### src/core/css_pkg.sv
// constants and carrier types for the channel serial, slot, indirect ram and status block
// -----------------------------------------------------------------------------
// Overview of operation
// - in-phase 10-bit slot counter, serial clock rate
// - both slot counters restart on frame strobe
// - quadrature 10-bit slot counter, carry marks symbol
// - vector mode pushes only after both symbols
// - frequency mode pushes in-phase symbol at once
// - symbol order follows programmed slot values
// - 16-bit indirect data register at 0x14
// - address register 0x15, msb one means read
// - bit 11 after 24 reads while off-line
// - bits 10/9 in-phase filter saturation flags
// - bits 8/7 quadrature filter saturation flags
// - bits 6:4 show fifo fill level
// - bit 3 flags read of empty fifo
// - bit 2 flags fifo level seven
// - bit 1 flags level below almost-empty threshold
// - bit 0 flags fifo level zero
// - error bits or-ed and latched for top
// - nine status bits latched until cleared; bits 6:4 stay live
// - top status write clears channel status
// - fifo overflow forces channel off-line
// - flushed status 24 sample reads after off-line
// - frame strobe polarity selects active edge
// -----------------------------------------------------------------------------
package css_pkg;

    localparam logic [7:0] OFS_I_SLOT = 8'h12;
    localparam logic [7:0] OFS_Q_SLOT = 8'h13;
    localparam logic [7:0] OFS_RAM_DATA = 8'h14;
    localparam logic [7:0] OFS_RAM_ADDR = 8'h15;
    localparam logic [7:0] OFS_STATUS = 8'h16;

    localparam int SLOT_W = 10;
    localparam logic [9:0] SLOT_RESET = 10'h000;
    localparam logic [15:0] REG_RESET = 16'h0000;
    localparam int RAM_READ_BIT = 15;

    localparam int ST_FLUSHED = 11;
    localparam int ST_I_POS = 10;
    localparam int ST_I_NEG = 9;
    localparam int ST_Q_POS = 8;
    localparam int ST_Q_NEG = 7;
    localparam int ST_LEVEL_LO = 4;
    localparam int ST_UNDER = 3;
    localparam int ST_OVER = 2;
    localparam int ST_AEMPTY = 1;
    localparam int ST_EMPTY = 0;
    localparam logic [11:0] ST_ERR_MASK = 12'h788;
    localparam logic [11:0] ST_RESET = 12'h000;

    localparam logic [4:0] FLUSH_READS = 5'h18;
    localparam logic [2:0] FIFO_FULL_LEVEL = 3'h7;

    typedef struct packed {
        logic wr;
        logic rd;
        logic [7:0] addr;
        logic [15:0] wdata;
    } css_cpu_req_type;

    typedef struct packed {
        logic i_pos;
        logic i_neg;
        logic q_pos;
        logic q_neg;
    } css_sat_type;

    typedef struct packed {
        logic wr;
        logic rd;
        logic [14:0] addr;
        logic [15:0] wdata;
    } css_ram_req_type;

endpackage

### src/core/css_sync.sv
// two-flop synchroniser with edge detection on the synchronised level
`timescale 1ns/1ps
module css_sync #(
    parameter int W = 1
) (
    input wire logic clock,
    input wire logic rstn,
    input wire logic [W-1:0] d,
    output logic [W-1:0] q,
    output logic [W-1:0] rise,
    output logic [W-1:0] fall
);
    logic [W-1:0] meta_reg;
    logic [W-1:0] sync_reg;
    logic [W-1:0] prev_reg;

    // ---------------------------------------------------------------
    // stages: edges look only at the second and third flop
    // ---------------------------------------------------------------
    always_ff @(posedge clock or negedge rstn)
    begin
        if (!rstn)
        begin
            meta_reg <= '0;
            sync_reg <= '0;
            prev_reg <= '0;
        end
        else
        begin
            meta_reg <= d;
            sync_reg <= meta_reg;
            prev_reg <= sync_reg;
        end
    end

    assign q = sync_reg;
    assign rise = sync_reg & ~prev_reg;
    assign fall = ~sync_reg & prev_reg;
endmodule // css_sync

### src/core/css_fifo.sv
// small circular symbol fifo with a read pointer kept apart from its fill level
`timescale 1ns/1ps
module css_fifo #(
    parameter int WIDTH = 32,
    parameter int DEPTH = 7
) (
    input wire logic clock,
    input wire logic rstn,
    input wire logic push,
    input wire logic [WIDTH-1:0] push_data,
    input wire logic pop,
    output logic [WIDTH-1:0] pop_data,
    output logic [2:0] level
);
    logic [WIDTH-1:0] mem_reg [DEPTH];
    logic [2:0] wp_reg, wp_next, rp_reg, rp_next, lvl_reg, lvl_next;
    logic [WIDTH-1:0] out_reg, out_next;
    logic do_push, do_pop;

    // a push into a full fifo is dropped; the owner flags overflow as soon as the level is full
    always_comb
    begin
        do_push = push && (lvl_reg != 3'(DEPTH));
        do_pop = pop && (lvl_reg != 3'h0);
        wp_next = do_push ? ((wp_reg == 3'(DEPTH - 1)) ? 3'h0 : wp_reg + 3'h1) : wp_reg;
        rp_next = do_pop ? ((rp_reg == 3'(DEPTH - 1)) ? 3'h0 : rp_reg + 3'h1) : rp_reg;
        lvl_next = lvl_reg + {2'h0, do_push} - {2'h0, do_pop};
        out_next = do_pop ? mem_reg[rp_reg] : out_reg;
    end

    always_ff @(posedge clock or negedge rstn)
    begin
        if (!rstn)
        begin
            wp_reg <= 3'h0;
            rp_reg <= 3'h0;
            lvl_reg <= 3'h0;
            out_reg <= '0;
            for (int k = 0; k < DEPTH; k++)
                mem_reg[k] <= '0;
        end
        else
        begin
            wp_reg <= wp_next;
            rp_reg <= rp_next;
            lvl_reg <= lvl_next;
            out_reg <= out_next;
            if (do_push)
                mem_reg[wp_reg] <= push_data;
        end
    end

    assign pop_data = out_reg;
    assign level = lvl_reg;
endmodule // css_fifo

### src/core/css_channel.sv
// one channel: serial symbol capture, indirect ram port and sticky status
`timescale 1ns/1ps
module css_channel (
    input wire logic clock,
    input wire logic rstn,
    input wire css_pkg::css_cpu_req_type cpu_req,
    output logic [15:0] cpu_rdata,
    input wire logic serial_clk,
    input wire logic serial_frame_sync,
    input wire logic serial_data,
    input wire logic fsync_polarity,
    input wire logic vector_modulation_mode,
    input wire logic channel_online,
    input wire logic [2:0] almost_empty_threshold,
    input wire logic sample_rd,
    output logic [31:0] sym_data,
    input wire css_pkg::css_sat_type filter_sat,
    input wire logic top_status_wr,
    output logic top_error,
    output logic channel_offline,
    output css_pkg::css_ram_req_type ram_req,
    input wire logic [15:0] ram_rdata
);
    import css_pkg::*;

    typedef enum logic [0:0] {RAM_IDLE, RAM_WAIT} css_ram_state_type;

    // carry decode shared by both slot counters
    function automatic logic slot_carry(input logic [SLOT_W-1:0] cnt, input logic run, input logic tick);
        slot_carry = run && tick && (cnt == {SLOT_W{1'b1}});
    endfunction

    // ---------------------------------------------------------------
    // pin synchronisers
    // ---------------------------------------------------------------
    logic [2:0] pin_q, pin_rise, pin_fall;

    css_sync #(.W(3)) u_sync (
        .clock(clock),
        .rstn(rstn),
        .d({serial_data, serial_frame_sync, serial_clk}),
        .q(pin_q),
        .rise(pin_rise),
        .fall(pin_fall)
    );

    logic sclk_tick, frame_start;
    assign sclk_tick = pin_rise[0];
    assign frame_start = fsync_polarity ? pin_fall[1] : pin_rise[1];

    // ---------------------------------------------------------------
    // registers reached over the host port
    // ---------------------------------------------------------------
    logic [SLOT_W-1:0] slot_reg [2];
    logic [SLOT_W-1:0] slot_next [2];
    logic [15:0] ram_data_reg, ram_data_next, ram_addr_reg, ram_addr_next, rdata_reg, rdata_next;
    css_ram_req_type ram_req_reg, ram_req_next;
    css_ram_state_type ram_st_reg, ram_st_next;
    logic [11:0] status_reg, status_next;

    // register writes, read mux and indirect ram sequencing
    always_comb
    begin
        slot_next = slot_reg;
        ram_data_next = ram_data_reg;
        ram_addr_next = ram_addr_reg;
        ram_st_next = ram_st_reg;
        ram_req_next = ram_req_reg;
        ram_req_next.wr = 1'b0;
        ram_req_next.rd = 1'b0;
        rdata_next = rdata_reg;
        if (cpu_req.wr)
        begin
            case (cpu_req.addr)
                OFS_I_SLOT: slot_next[0] = cpu_req.wdata[SLOT_W-1:0];
                OFS_Q_SLOT: slot_next[1] = cpu_req.wdata[SLOT_W-1:0];
                OFS_RAM_DATA: ram_data_next = cpu_req.wdata;
                OFS_RAM_ADDR:
                begin
                    ram_addr_next = cpu_req.wdata;
                    ram_req_next.addr = cpu_req.wdata[14:0];
                    ram_req_next.wdata = ram_data_reg;
                    // the top address bit picks the access type
                    ram_req_next.rd = cpu_req.wdata[RAM_READ_BIT];
                    ram_req_next.wr = !cpu_req.wdata[RAM_READ_BIT];
                    ram_st_next = cpu_req.wdata[RAM_READ_BIT] ? RAM_WAIT : RAM_IDLE;
                end
                default: ;
            endcase
        end
        case (ram_st_reg)
            RAM_IDLE: ;
            // read data is taken in the strobe cycle; it lands in the data register one edge later
            RAM_WAIT:
            begin
                ram_data_next = ram_rdata;
                ram_st_next = RAM_IDLE;
            end
            default: ram_st_next = RAM_IDLE;
        endcase
        if (cpu_req.rd)
        begin
            case (cpu_req.addr)
                OFS_I_SLOT: rdata_next = {6'h00, slot_reg[0]};
                OFS_Q_SLOT: rdata_next = {6'h00, slot_reg[1]};
                OFS_RAM_DATA: rdata_next = ram_data_reg;
                OFS_RAM_ADDR: rdata_next = ram_addr_reg;
                OFS_STATUS: rdata_next = {4'h0, status_reg};
                default: rdata_next = 16'h0000;
            endcase
        end
    end

    always_ff @(posedge clock or negedge rstn)
    begin
        if (!rstn)
        begin
            slot_reg[0] <= SLOT_RESET;
            slot_reg[1] <= SLOT_RESET;
            ram_data_reg <= REG_RESET;
            ram_addr_reg <= REG_RESET;
            rdata_reg <= REG_RESET;
            ram_req_reg <= '0;
            ram_st_reg <= RAM_IDLE;
        end
        else
        begin
            slot_reg <= slot_next;
            ram_data_reg <= ram_data_next;
            ram_addr_reg <= ram_addr_next;
            rdata_reg <= rdata_next;
            ram_req_reg <= ram_req_next;
            ram_st_reg <= ram_st_next;
        end
    end

    assign cpu_rdata = rdata_reg;
    assign ram_req = ram_req_reg;

    // ---------------------------------------------------------------
    // slot counters and symbol capture
    // ---------------------------------------------------------------
    logic [SLOT_W-1:0] cnt_reg [2];
    logic [SLOT_W-1:0] cnt_next [2];
    logic [1:0] run_reg, run_next, have_reg, have_next, carry;
    logic [15:0] shift_reg, shift_next;
    logic [15:0] sym_reg [2];
    logic [15:0] sym_next [2];
    logic sym_push, i_first;
    logic [31:0] push_word;

    // the counter loaded with the larger slot value carries first
    assign i_first = slot_reg[0] >= slot_reg[1];

    // each counter loads its slot at frame start and carries at all ones
    always_comb
    begin
        shift_next = sclk_tick ? {shift_reg[14:0], pin_q[2]} : shift_reg;
        cnt_next = cnt_reg;
        run_next = run_reg;
        sym_next = sym_reg;
        have_next = have_reg;
        for (int c = 0; c < 2; c++)
        begin
            carry[c] = slot_carry(cnt_reg[c], run_reg[c], sclk_tick);
            if (frame_start)
            begin
                cnt_next[c] = slot_reg[c];
                run_next[c] = 1'b1;
            end
            else if (carry[c])
            begin
                run_next[c] = 1'b0;
                sym_next[c] = shift_next;
            end
            else if (run_reg[c] && sclk_tick)
                cnt_next[c] = cnt_reg[c] + 10'h001;
        end
        // vector mode waits for both halves, frequency mode only for in-phase
        if (vector_modulation_mode)
            sym_push = (have_reg[0] || carry[0]) && (have_reg[1] || carry[1]);
        else
            sym_push = carry[0];
        if (sym_push)
            have_next = 2'b00;
        else if (vector_modulation_mode)
            have_next = have_reg | carry;
        push_word = vector_modulation_mode ? {sym_next[0], sym_next[1]} : {sym_next[0], 16'h0000};
    end

    always_ff @(posedge clock or negedge rstn)
    begin
        if (!rstn)
        begin
            shift_reg <= 16'h0000;
            cnt_reg[0] <= SLOT_RESET;
            cnt_reg[1] <= SLOT_RESET;
            run_reg <= 2'b00;
            have_reg <= 2'b00;
            sym_reg[0] <= 16'h0000;
            sym_reg[1] <= 16'h0000;
        end
        else
        begin
            shift_reg <= shift_next;
            cnt_reg <= cnt_next;
            run_reg <= run_next;
            have_reg <= have_next;
            sym_reg <= sym_next;
        end
    end

    // ---------------------------------------------------------------
    // input fifo
    // ---------------------------------------------------------------
    logic [2:0] level;

    css_fifo #(.WIDTH(32), .DEPTH(7)) u_fifo (
        .clock(clock),
        .rstn(rstn),
        .push(sym_push),
        .push_data(push_word),
        .pop(sample_rd),
        .pop_data(sym_data),
        .level(level)
    );

    // ---------------------------------------------------------------
    // off-line, flush count and sticky status
    // ---------------------------------------------------------------
    logic auto_off_reg, auto_off_next, offline;
    logic [4:0] flush_reg, flush_next;
    logic [11:0] live;
    logic err_reg, err_next;

    assign offline = !channel_online || auto_off_reg;

    // overflow holds the channel off-line until software drops the on-line bit
    always_comb
    begin
        auto_off_next = auto_off_reg;
        if (level == FIFO_FULL_LEVEL)
            auto_off_next = 1'b1;
        else if (!channel_online)
            auto_off_next = 1'b0;
        flush_next = flush_reg;
        if (!offline)
            flush_next = 5'h00;
        else if (sample_rd && flush_reg != FLUSH_READS)
            flush_next = flush_reg + 5'h01;
        live = 12'h000;
        live[ST_FLUSHED] = flush_reg == FLUSH_READS;
        live[ST_I_POS] = filter_sat.i_pos;
        live[ST_I_NEG] = filter_sat.i_neg;
        live[ST_Q_POS] = filter_sat.q_pos;
        live[ST_Q_NEG] = filter_sat.q_neg;
        live[ST_UNDER] = sample_rd && (level == 3'h0) && !sym_push;
        live[ST_OVER] = level == FIFO_FULL_LEVEL;
        live[ST_AEMPTY] = level < almost_empty_threshold;
        live[ST_EMPTY] = level == 3'h0;
        // a new event in the clearing cycle survives the clear
        status_next = (top_status_wr ? ST_RESET : status_reg) | live;
        // the fill level is a live field, not an or of past values
        status_next[ST_LEVEL_LO +: 3] = level;
        err_next = |(status_next & ST_ERR_MASK);
    end

    always_ff @(posedge clock or negedge rstn)
    begin
        if (!rstn)
        begin
            auto_off_reg <= 1'b0;
            flush_reg <= 5'h00;
            status_reg <= ST_RESET;
            err_reg <= 1'b0;
        end
        else
        begin
            auto_off_reg <= auto_off_next;
            flush_reg <= flush_next;
            status_reg <= status_next;
            err_reg <= err_next;
        end
    end

    assign top_error = err_reg;
    assign channel_offline = offline;
endmodule // css_channel

### config.mk
export PLATFORM = sky130hd
export DESIGN_NAME = css_channel
export DESIGN_NICKNAME = d
export VERILOG_FILES = /design/src/core/css_pkg.sv /design/src/core/css_sync.sv /design/src/core/css_fifo.sv /design/src/core/css_channel.sv
export SDC_FILE = /design/constraint.sdc
export NUM_CORES = 1
export LEC_CHECK = 0
export BUFFER_PORTS_ARGS = -buffer_cell sky130_fd_sc_hd__buf_2
export CORE_MARGIN = 2
export CORE_UTILIZATION = 55
export DETAILED_ROUTE_END_ITERATION = 12
export PLACE_DENSITY = 0.83
export SLEW_MARGIN = 20
export SYNTH_ARGS = -nofsm -noshare
export SYNTH_HDL_FRONTEND = slang
export SYNTH_SLANG_ARGS = --single-unit
### constraint.sdc
create_clock -name clock -period 4.3 [get_ports clock]
set_input_delay 0.645 -clock clock [delete_from_list [all_inputs] [get_ports clock]]
set_output_delay 0.645 -clock clock [all_outputs]
set_load 0.02 [all_outputs]
Word-level counts from Yosys, hierarchy flattened
Index checks and enable logic that the tools add are counted. W data, S select, Z words.

Flip-flop bits (word level): 466. Bits of input ports: 59. Output and inout port bits: 83. Logic and storage cells: 148.

Add/sub/neg operators: 7. $lt $le $gt $ge: 4. Equality and inequality tests: 17. Multiplexer cells: 43. Bitwise operators: 8. Reductions and logical operators: 33.

Operator list (number): $bwmux W224 (1); $mux W16 (9); $bmux W32 S3 (1); $demux W32 S3 (1); $mux W32 (3); $pmux W16 S5 (1); $mux W33 (2); $mux W10 (6); $eq A8 B5 Y1 const B (5); $add A10 B1 Y10 const B (2); $eq A10 B10 Y1 const B (2); $reduce_bool A2 Y1 (7); $mux W1 (12); $mux W12 (1); $or A12 B12 Y12 (1); $reduce_and A2 Y1 (6); $logic_and A1 B1 Y1 (11); $mux W5 (2); $eq A3 B3 Y1 const B (3); $ge A4 B4 Y1 const B (2); $not A3 Y4 (2); $add A3 B1 Y3 const B (2); $mux W3 (2); $add A5 B1 Y5 const B (1); other kinds (18) (27).

Logic depth before layout (Yosys ltp)
Gate-level depths: netlist (run 1).

Depth in word-level cells: 11. Depth in mapped cells: 11. Mapped depth without buffers: 10.

Hierarchy
Synthesis (run 1) repeated with hierarchy kept, for this count alone.

Cell total of the unflattened synthesis: 1562. Area total of the unflattened synthesis: 20980.1 um2.

Modules (own cells, without submodules): css_fifo (instances 1, cells each 850, area an instance 12260.5 um2, seq. area each 6631.4 um2); css_channel (instances 1, cells each 697, area an instance 8441.8 um2, seq. area each 4454.3 um2); css_sync (instances 1, cells each 15, area an instance 277.8 um2, seq. area each 225.2 um2).

Worst setup path after synthesis (run 1)
No wires, ideal clock.

Path kind: input to register. From: in cpu_req[19] (netlist name). To: reg ram_addr_reg[10]. Setup time: 0.125 ns. Arrival: 2.390 ns. Data required time: 4.175 ns. Setup slack: 1.785 ns. Stages on the path: 6. Path buffers: 2. Cells stage by stage: or4b_4 nor4b_4 and3_1 buf_2 buf_2 mux2_2.

Cells in the longest elaborated chain, start to end: 2.

Ends and longest elaborated chain: start: declaration (RTL line css_channel.sv:6) `input wire css_pkg::css_cpu_req_type cpu_req,`; $eq A8 B5 Y1 (RTL line css_channel.sv:74) `case (cpu_req.addr)`; $reduce_and A2 Y1 (no line); end signal: assignment (RTL line css_channel.sv:130) `ram_addr_reg <= ram_addr_next;`; end: declaration (RTL line css_channel.sv:56) `logic [15:0] ram_data_reg, ram_data_next, ram_addr_reg, ram_addr_next, rdata_reg, rdata_next;`.

Every way passes these cells. A chain may end at the register's enable or synchronous reset.

Worst setup path in the final report (run 1)
From: reg cnt_reg[0] (netlist name). To: reg u_fifo.mem_reg[79] (netlist name).

Cells in the longest elaborated chain, start to end: 6. Elaborated cells between the ends (all ways): 10. Those cells by class: eq/ne: 1; mux: 5; reduce/logical: 4.

Ends and longest elaborated chain: start: declaration (RTL line css_channel.sv:143) `logic [SLOT_W-1:0] cnt_reg [2];`; start signal: assignment (RTL line css_channel.sv:206) `cnt_reg <= cnt_next;`; $eq A10 B10 Y1 * (RTL line css_channel.sv:30) `slot_carry = run && tick && (cnt == {SLOT_W{1'b1}});`; $logic_and A1 B1 Y1 * (RTL line css_channel.sv:30); $mux W16 or $logic_or A1 B1 Y1 (tied branches) (RTL line css_channel.sv:171, css_channel.sv:181); $mux W16 or $logic_and A1 B1 Y1 (tied branches) (RTL line css_channel.sv:166, css_channel.sv:181); $mux W16 or $mux W1 (tied branches) (RTL line css_channel.sv:188, css_channel.sv:180); $bwmux W224 or $logic_and A1 B1 Y1 (tied branches) (RTL line css_fifo.sv:49, css_fifo.sv:23); end signal: indexed assignment (RTL line css_fifo.sv:49) `mem_reg[wp_reg] <= push_data;`; end: declaration (RTL line css_fifo.sv:15) `logic [WIDTH-1:0] mem_reg [DEPTH];`.

Every way passes the cells marked *; elsewhere a longest branch is shown, timed or not.

==> results_tabular.tex, run 1 <==
\begin{tabular}{lr}
\hline
Metric & Value \\
\hline
\multicolumn{2}{l}{\textbf{Clock network}} \\
\quad Inserted Clock Buffers & 46 \\
\quad H-tree depth & 2 \\
\quad Clock Tree Root & clkbuf\_16 \\
\quad Clock transition at the registers of the reported paths & approximately 0.060 ns \\
\quad \# resized after CTS & 0 \\
\quad TritonCTS clock tree & done \\
\quad Clock Sinks & roughly 450 \\
\quad Worst-case clock buffer depth & 3 \\
\quad Worst-Skew Late Latency & 0.57 ns \\
\quad Number of buffers inserted by hold repair at cts & 0 \\
\quad Post-CTS Setup Repair Bufs & 0 \\
\multicolumn{2}{l}{\textbf{Synth}} \\
\quad Synth area leader & dfrtp\_1 \\
\quad Number of unique standard cell types used by synthesis & 58 \\
\quad Gate count after technology mapping & about 1500 \\
\quad Fraction of registers with async set or reset after synthesis & 100.0\% \\
\quad Area share of the largest cell type after synthesis & 56.50\% \\
\quad Summed instance area of the synthesized netlist & $\sim$20000 um\^{}2 \\
\quad Most instantiated library cell after synthesis & dfrtp\_1 \\
\quad Synthesized netlist net count & 1576 \\
\quad Most frequent cells after synthesis & dfrtp\_1 (451), mux2\_2 (254), nand2\_1 (119) \\
\quad Number of synthesized flops with an enable pin & 0 \\
\quad Part of the Yosys area used for sequential elements & 56.50\% \\
\quad YS warnings & 0 \\
\quad Mean area per synthesized cell & 13.25 um\^{}2 \\
\quad Seq cells post-synth & 451 \\
\quad Leading cell types by total area after synthesis & dfrtp\_1 (56\%), mux2\_2 (14\%), mux4\_2 (3.6\%) \\
\quad Leading register cell type out of synthesis & dfrtp\_1 \\
\multicolumn{2}{l}{\textbf{Finish}} \\
\quad Share of post-route cells with drive strength above 1 & 35.43\% \\
\quad Diode insertion count for antenna repair & 0 \\
\quad Non-filler cells, final & 2112 \\
\quad Final standard cell area without fillers & 22560 um\^{}2 \\
\quad NumNets Final & 1683 \\
\quad Area added between synthesis and finish & 12.92\% \\
\quad Max reg flops & 224 \\
\quad Layout Utilization & 63.26\% \\
\multicolumn{2}{l}{\textbf{Placed design}} \\
\quad HPWL reported at the end of detailed placement & 28880 um \\
\quad Post-Place Worst Slack & $\sim$0.99 ns \\
\quad Global placer's final weighted congestion & roughly 0.9 \\
\quad Cell Count Post-Placement & 2028 \\
\quad Cell area after placement & 20960 um\^{}2 \\
\quad Number of buffers inserted by port buffering & 141 \\
\multicolumn{2}{l}{\textbf{Floorplan}} \\
\quad Initial core utilization & between 50 and 60\% \\
\quad Height of the die & 194.6 um \\
\quad Number of placement rows & 69 \\
\quad Placeable core region & 35660 um\^{}2 \\
\quad Width of the die & 194.6 um \\
\quad Top-level I/O count & 142 \\
\quad Total Die Area & 37860 um\^{}2 \\
\multicolumn{2}{l}{\textbf{Worst setup path}} \\
\quad Data arrival time of the critical path & 3.76 ns \\
\quad Crit path max-delay cell type & or4\_2 \\
\quad Worst Path Class, Setup & reg2reg \\
\quad Count of buffer and inverter cells on the critical path & 2 \\
\quad Critical path capture point type & flop \\
\quad Biggest fanout along the worst timing path & 32 \\
\quad Crit path depth & 8 \\
\quad Required time of the critical path & approximately 4.7 ns \\
\quad Worst reg2reg path depth & 8 \\
\quad Setup crit start & cnt\_reg[0] \\
\quad Slowest Stage Delay on Critical Path & 1.07 ns \\
\quad Cells traversed along the worst timing path & ha\_1 > and4\_1 > and4\_1 > buf\_4 > o221ai\_2 > buf\_4 > or4\_2 > mux2\_1 \\
\quad Top Family by Delay on Critical Path & simple AND/OR/NAND/NOR gates \\
\quad Termination of the worst setup path & u\_fifo.mem\_reg[79] \\
\quad Startpoint kind of the worst setup timing path & flop \\
\quad Startpoint of the worst register-to-register path & cnt\_reg[0] \\
\quad Endpoint of the worst register-to-register path & u\_fifo.mem\_reg[79] \\
\quad Reg-to-reg slack, setup & 0.97 ns \\
\multicolumn{2}{l}{\textbf{Detailed routing}} \\
\quad Residual DRC & 0 \\
\quad Vias after detailed routing & 12630 \\
\quad Vias per inst & 5.978 \\
\quad Antenna-violating nets left & 0 \\
\quad Detailed-routing iteration count for the pre-antenna-repair pass & 7 \\
\quad Routed wire length per instance & around 21 um \\
\quad Total length of routed wires & 44920 um \\
\quad First DRT Iteration DRCs & around 920 \\
\multicolumn{2}{l}{\textbf{STA}} \\
\quad Final critical-path required period & 3.331 ns \\
\quad Part of the cycle the worst path needs & 77.46\% \\
\quad Max-slew headroom & 24.01\% \\
\quad Slew at the pin closest to its max-slew limit & 1.137 ns \\
\quad Number of setup violations in the final report & 0 \\
\quad Peak Freq & $\sim$300 MHz \\
\quad Final setup skew & 0.02719 ns \\
\quad Worst hold slack after final layout & about 0.19 ns \\
\quad Final Hold Violating Endpoints & 0 \\
\quad Setup TNS Final & 0 ns \\
\quad Unrepaired setup endpoints after global routing & no \\
\quad Minimum setup slack in the final design & 0.9692 ns \\
\quad Max-slew violation count & 0 \\
\multicolumn{2}{l}{\textbf{Outcome}} \\
\quad Outcome & complete, no violations \\
\multicolumn{2}{l}{\textbf{Min path}} \\
\quad Hold Startpoint & serial\_data \\
\quad Worst hold path class & in2reg \\
\multicolumn{2}{l}{\textbf{GRT}} \\
\quad Overall routing resource usage & 24.19\% \\
\quad Via count of the first global-routing pass & 13260 \\
\quad Global-route wire length before repair & roughly 73000 um \\
\quad Antenna violations before repair & 0 \\
\quad Leftover overflow at the end of global routing & 0 \\
\quad Largest net degree at the start of global routing & 117 \\
\multicolumn{2}{l}{\textbf{Run}} \\
\quad Max-capacitance violation count & 0 \\
\multicolumn{2}{l}{\textbf{Power and ir drop}} \\
\quad Pwr Total & $\sim$11 mW \\
\quad Maximum vdd ir drop & around 0.0004 V \\
\quad Leakage power figure & 10.95 nW \\
\quad PD cells & about 480 nW/um\^{}2 \\
\hline
\end{tabular}
## worst min-delay path by stage
stage	to	slack (ns)	depth (start not counted)
floorplan	u_sync.q[0]	0.33	0
global route	u_sync.meta_reg[2]	0.17	1
detailed placement	u_sync.q[1]	0.35	0
finish	u_sync.meta_reg[2]	0.19	1
CTS	u_sync.meta_reg[2]	0.16	1
global placement	u_sync.q[1]	0.34	0
## logic make-up after synthesis
family	synth area share, %
fa+ha+maj	0.6013
flops	56.50
simple gates	6.614
compound gates	6.896
mux	24.86
buf+inv	3.564
xor+xnor	0.9646
## layer usage
metal | up-vias | GRT usage, % | wire (um)
met5 | - | 0 | 0
met2 | 374 | 41.29 | 22480
met1 | 6540 | 32.25 | 19150
li1 | 5646 | - | -
met4 | 0 | 7.094 | 936
met3 | 66 | 3.800 | 2352
## power breakdown
| part | switching [mW] | internal [mW] | total (mW) |
|---|---|---|---|
| sequential | 0.419 | 4.55 | 4.97 |
| combinational | 0.992 | 0.636 | 1.63 |
| clock | 1.65 | 2.47 | 4.13 |
## layout make-up
class | count | area, um^2
fillers | 2604 | 13100
flip-flops and latches | 451 | 11290
multi-input cells | 916 | 7999
clock buffers | 67 | 1381
repair buffers | 172 | 985.9
well taps | 461 | 576.8
clock inverters | 17 | 212.7
inverters | 28 | 105.1
## placed cells by master (no fill, tap or decap), types with 9 or more instances in the layout
| cell type | synthesis | final |
|---|---|---|
| mux4_2 | 32 | 32 |
| mux2i_1 | 54 | 54 |
| nor3b_1 | 17 | 17 |
| mux2_4 | 30 | 30 |
| nor3_1 | 21 | 21 |
| nor2_1 | 36 | 36 |
| clkbuf_16 | 0 | 47 |
| clkinv_2 | 0 | 9 |
| o211ai_1 | 32 | 32 |
| nand2_1 | 119 | 118 |
| buf_2 | 17 | 140 |
| a22o_1 | 10 | 10 |
| mux2_1 | 35 | 35 |
| buf_4 | 31 | 28 |
| nand3_1 | 14 | 14 |
| dfrtp_1 | 451 | 448 |
| o21ai_0 | 108 | 108 |
| clkbuf_8 | 0 | 13 |
| a222oi_1 | 10 | 10 |
| xor2_1 | 16 | 16 |
| mux2_2 | 254 | 254 |
| a21oi_1 | 28 | 28 |
| inv_1 | 28 | 28 |
Power figures use the tool's default switching activity.
==> inputs of run 2 (changes only) <==
--- a/config.mk
+++ b/config.mk
@@ -9,7 +9,7 @@
 export CORE_MARGIN = 2
 export CORE_UTILIZATION = 55
 export DETAILED_ROUTE_END_ITERATION = 12
-export PLACE_DENSITY = 0.83
+export PLACE_DENSITY = 0.86
 export SLEW_MARGIN = 20
 export SYNTH_ARGS = -nofsm -noshare
 export SYNTH_HDL_FRONTEND = slang
==> constraint.sdc (replaced) <==
create_clock -name clock -period 2.72 [get_ports clock]
set_input_delay 0.408 -clock clock [delete_from_list [all_inputs] [get_ports clock]]
set_output_delay 0.408 -clock clock [all_outputs]
set_load 0.02 [all_outputs]
==> run 2 against run 1 <==
First-iteration DRC count grew 10%. Largest power group unchanged. Sequential share of layout area shrank 0.58 points. Global-route usage grew 0.96 points. Hold slack lost 0.15 ns. Core utilization grew 0.75 points. Combinational power grew 74%. Via count grew 1.9%.
==> results_tabular.tex, run 2 (same netlist as run 1, synthesis figures left out) <==
\begin{tabular}{lr}
\hline
Metric & Value \\
\hline
\multicolumn{2}{l}{\textbf{Outcome}} \\
\quad Outcome & complete, no violations (unchanged) \\
\multicolumn{2}{l}{\textbf{Worst setup path}} \\
\quad Crit path max-delay cell type & or4b\_2 (was or4\_2) \\
\quad Worst Path Class, Setup & reg2reg (unchanged) \\
\quad Critical path capture point type & flop (unchanged) \\
\quad Startpoint kind of the worst setup timing path & flop (unchanged) \\
\quad Cells traversed along the worst timing path & ha\_1 > and4\_1 > and4\_1 > buf\_4 > o22ai\_1 > a32o\_1 > or4b\_2 (was ha\_1 > and4\_1 > and4\_1 > buf\_4 > o221ai\_2 > buf\_4 > or4\_2 > mux2\_1) \\
\quad Count of buffer and inverter cells on the critical path & 1 (was 2) \\
\quad Slowest Stage Delay on Critical Path & 0.62 ns (was 1.07 ns) \\
\quad Most Frequent Cell on Critical Path & and4\_1 \\
\quad Required time of the critical path & 3.14 ns (was 4.73 ns) \\
\quad Biggest fanout along the worst timing path & 19 (was 32) \\
\quad Data arrival time of the critical path & 3.02 ns (was 3.76 ns) \\
\quad Top Family by Delay on Critical Path & simple AND/OR/NAND/NOR gates (unchanged) \\
\multicolumn{2}{l}{\textbf{Clock network}} \\
\quad \# resized after CTS & 0 (unchanged) \\
\quad Worst-case clock buffer depth & 3 (unchanged) \\
\quad H-tree depth & 2 (unchanged) \\
\quad Clock Sinks & 451 (unchanged) \\
\quad Inserted Clock Buffers & 45 (was 46) \\
\quad Clock Tree Root & clkbuf\_16 (unchanged) \\
\quad Clock transition at the registers of the reported paths & 0.06 ns (about the same) \\
\quad TritonCTS clock tree & done (unchanged) \\
\quad Worst-Skew Late Latency & 0.57 ns (about the same) \\
\multicolumn{2}{l}{\textbf{GRT}} \\
\quad Largest net degree at the start of global routing & 83 (was 117) \\
\quad Overall routing resource usage & 25.15\% (was 24.19\%) \\
\quad Global-route wire length before repair & 76060 um (was 72790 um) \\
\quad Via count of the first global-routing pass & 13940 (was 13260) \\
\quad Leftover overflow at the end of global routing & 0 (unchanged) \\
\quad Antenna violations before repair & 0 (unchanged) \\
\multicolumn{2}{l}{\textbf{Finish}} \\
\quad Leading cell type in the layout, fill and taps excluded & dfrtp\_1 (unchanged) \\
\quad Area added between synthesis and finish & 14.25\% (was 12.92\%) \\
\quad Fill count & 2454 (was 2604) \\
\quad Final standard cell area without fillers & 22820 um\^{}2 (was 22560 um\^{}2) \\
\quad Max reg flops & 224 (unchanged) \\
\quad Layout Utilization & 64.01\% (was 63.26\%) \\
\quad NumNets Final & 1719 (was 1683) \\
\quad Share of post-route cells with drive strength above 1 & 36.19\% (was 35.43\%) \\
\quad Most frequent cells in the layout & dfrtp\_1 (448), mux2\_2 (254), buf\_2 (140) (unchanged) \\
\multicolumn{2}{l}{\textbf{Floorplan}} \\
\quad Total Die Area & 37860 um\^{}2 (unchanged) \\
\quad Placeable core region & 35660 um\^{}2 (unchanged) \\
\quad Initial core utilization & 56.02\% (unchanged) \\
\quad Number of placement rows & 69 (unchanged) \\
\quad Width of the die & 194.6 um (unchanged) \\
\quad Top-level I/O count & 142 (unchanged) \\
\quad Height of the die & 194.6 um (unchanged) \\
\multicolumn{2}{l}{\textbf{Detailed routing}} \\
\quad Sum of met2 wire segment lengths after detailed routing & 22950 um (was 22480 um) \\
\quad Met1 layer wirelength in the final routing & 19230 um (was 19150 um) \\
\quad Routed wire length per instance & 21.56 um (was 21.27 um) \\
\quad Vias after detailed routing & 12860 (was 12630) \\
\quad Vias per inst & 5.995 (was 5.978) \\
\quad Total length of routed wires & 46240 um (was 44920 um) \\
\quad Highest layer used for signal routing & met4 (unchanged) \\
\quad Antenna-violating nets left & 0 (unchanged) \\
\quad Detailed-routing iteration count for the pre-antenna-repair pass & 7 (unchanged) \\
\quad Residual DRC & 0 (unchanged) \\
\quad First DRT Iteration DRCs & 1018 (was 923) \\
\quad Met3 routed WL & 2552 um (was 2352 um) \\
\multicolumn{2}{l}{\textbf{Placed design}} \\
\quad Cell area after placement & 21330 um\^{}2 (was 20960 um\^{}2) \\
\quad Global placer's final weighted congestion & 0.9035 (was 0.9046) \\
\quad HPWL reported at the end of detailed placement & 30050 um (was 28880 um) \\
\quad Number of buffers inserted by port buffering & 141 (unchanged) \\
\quad Post-Place Worst Slack & 0.1780 ns (was 0.9853 ns) \\
\multicolumn{2}{l}{\textbf{STA}} \\
\quad Max-slew violation count & 0 (unchanged) \\
\quad Slew at the pin closest to its max-slew limit & 0.9516 ns (was 1.137 ns) \\
\quad Part of the cycle the worst path needs & 95.41\% (was 77.46\%) \\
\quad Max-slew headroom & 36.56\% (was 24.01\%) \\
\quad Setup TNS Final & 0 ns (unchanged) \\
\quad Final Hold Violating Endpoints & 0 (unchanged) \\
\quad Unrepaired setup endpoints after global routing & no (unchanged) \\
\quad Peak Freq & 385.3 MHz (was 300.2 MHz) \\
\quad Final setup skew & 0.01640 ns (was 0.02719 ns) \\
\quad Final critical-path required period & 2.595 ns (was 3.331 ns) \\
\quad Worst hold slack after final layout & 0.03970 ns (was 0.1857 ns) \\
\quad Minimum setup slack in the final design & 0.1248 ns (was 0.9692 ns) \\
\quad Number of setup violations in the final report & 0 (unchanged) \\
\multicolumn{2}{l}{\textbf{Power and ir drop}} \\
\quad Leakage power figure & 11.10 nW (was 10.95 nW) \\
\quad PD cells & 732.1 nW/um\^{}2 (was 475.4 nW/um\^{}2) \\
\quad Maximum vdd ir drop & 0.0006129 V (was 0.0004058 V) \\
\multicolumn{2}{l}{\textbf{Min path}} \\
\quad Worst hold path class & in2reg (unchanged) \\
\multicolumn{2}{l}{\textbf{Run}} \\
\quad Max-capacitance violation count & 0 (unchanged) \\
\hline
\end{tabular}
-- run 2: cell count changes in the layout (fill, tap and decap cells not counted), sizes merged --
cell / delta
buf: +33
dlygate4sd3: +4
diode: +1
clkbuf: -3
bufinv: -2
inv: +1
clkinv: -1
-- run 2: stage by stage --
stage                     total power [mW]  cells
after global routing                 17.43   2144
after floorplan                      9.510   1508
final                                16.71   2145
after global placement               10.65   2060
after detailed placement             10.72   2060
after CTS                            16.84   2143
-- run 2: worst paths after layout --
| kind | cells after the start | end | startpoint | slack, ns |
|---|---|---|---|---|
| max reg2reg | 7 | top_error | cnt_reg[1] | 0.12 |
| min reg2reg | 0 | u_sync.q[1] | u_sync.meta_reg[1] | 0.35 |
| max | 7 | top_error | cnt_reg[1] | 0.12 |
| min in group asynchronous | 2 | cnt_reg[5] | rstn | 0.43 |
| min | 2 | status_reg[11] | top_status_wr | 0.04 |
| max in group asynchronous | 3 | u_fifo.mem_reg[194] | rstn | 1.40 |
-- run 2: where the power goes --
part           internal (mW)  switching [mW]  total, mW
sequential              7.20           0.585       7.78
combinational           1.12            1.72       2.84
clock                   3.50            2.58       6.08
-- run 2: layer usage --
metal  GRT usage [%]  up-vias
met5          0.3831        -
met4           9.772        0
met1           32.95     6638
li1                -     5701
met2           42.57      424
met3           3.731       97
-- run 2: timing repair --
item	in CTS	in global routing
endpoints found under the setup margin	0	1
hold buffers	4	0
buffers inserted	0	1
endpoints found under the hold margin	63	0
-- run 2: final cells by class --
class                      count  area [um^2]  area share, %
tap                          461        576.8          2.527
multi-input combinational    916         7999          35.05
antenna                        1        2.502        0.01096
timing repair buffer         209         1399          6.129
clock buffer                  64         1289          5.647
clock inverter                15        156.4         0.6853
inverter                      28        105.1         0.4605
sequential                   451        11290          49.49
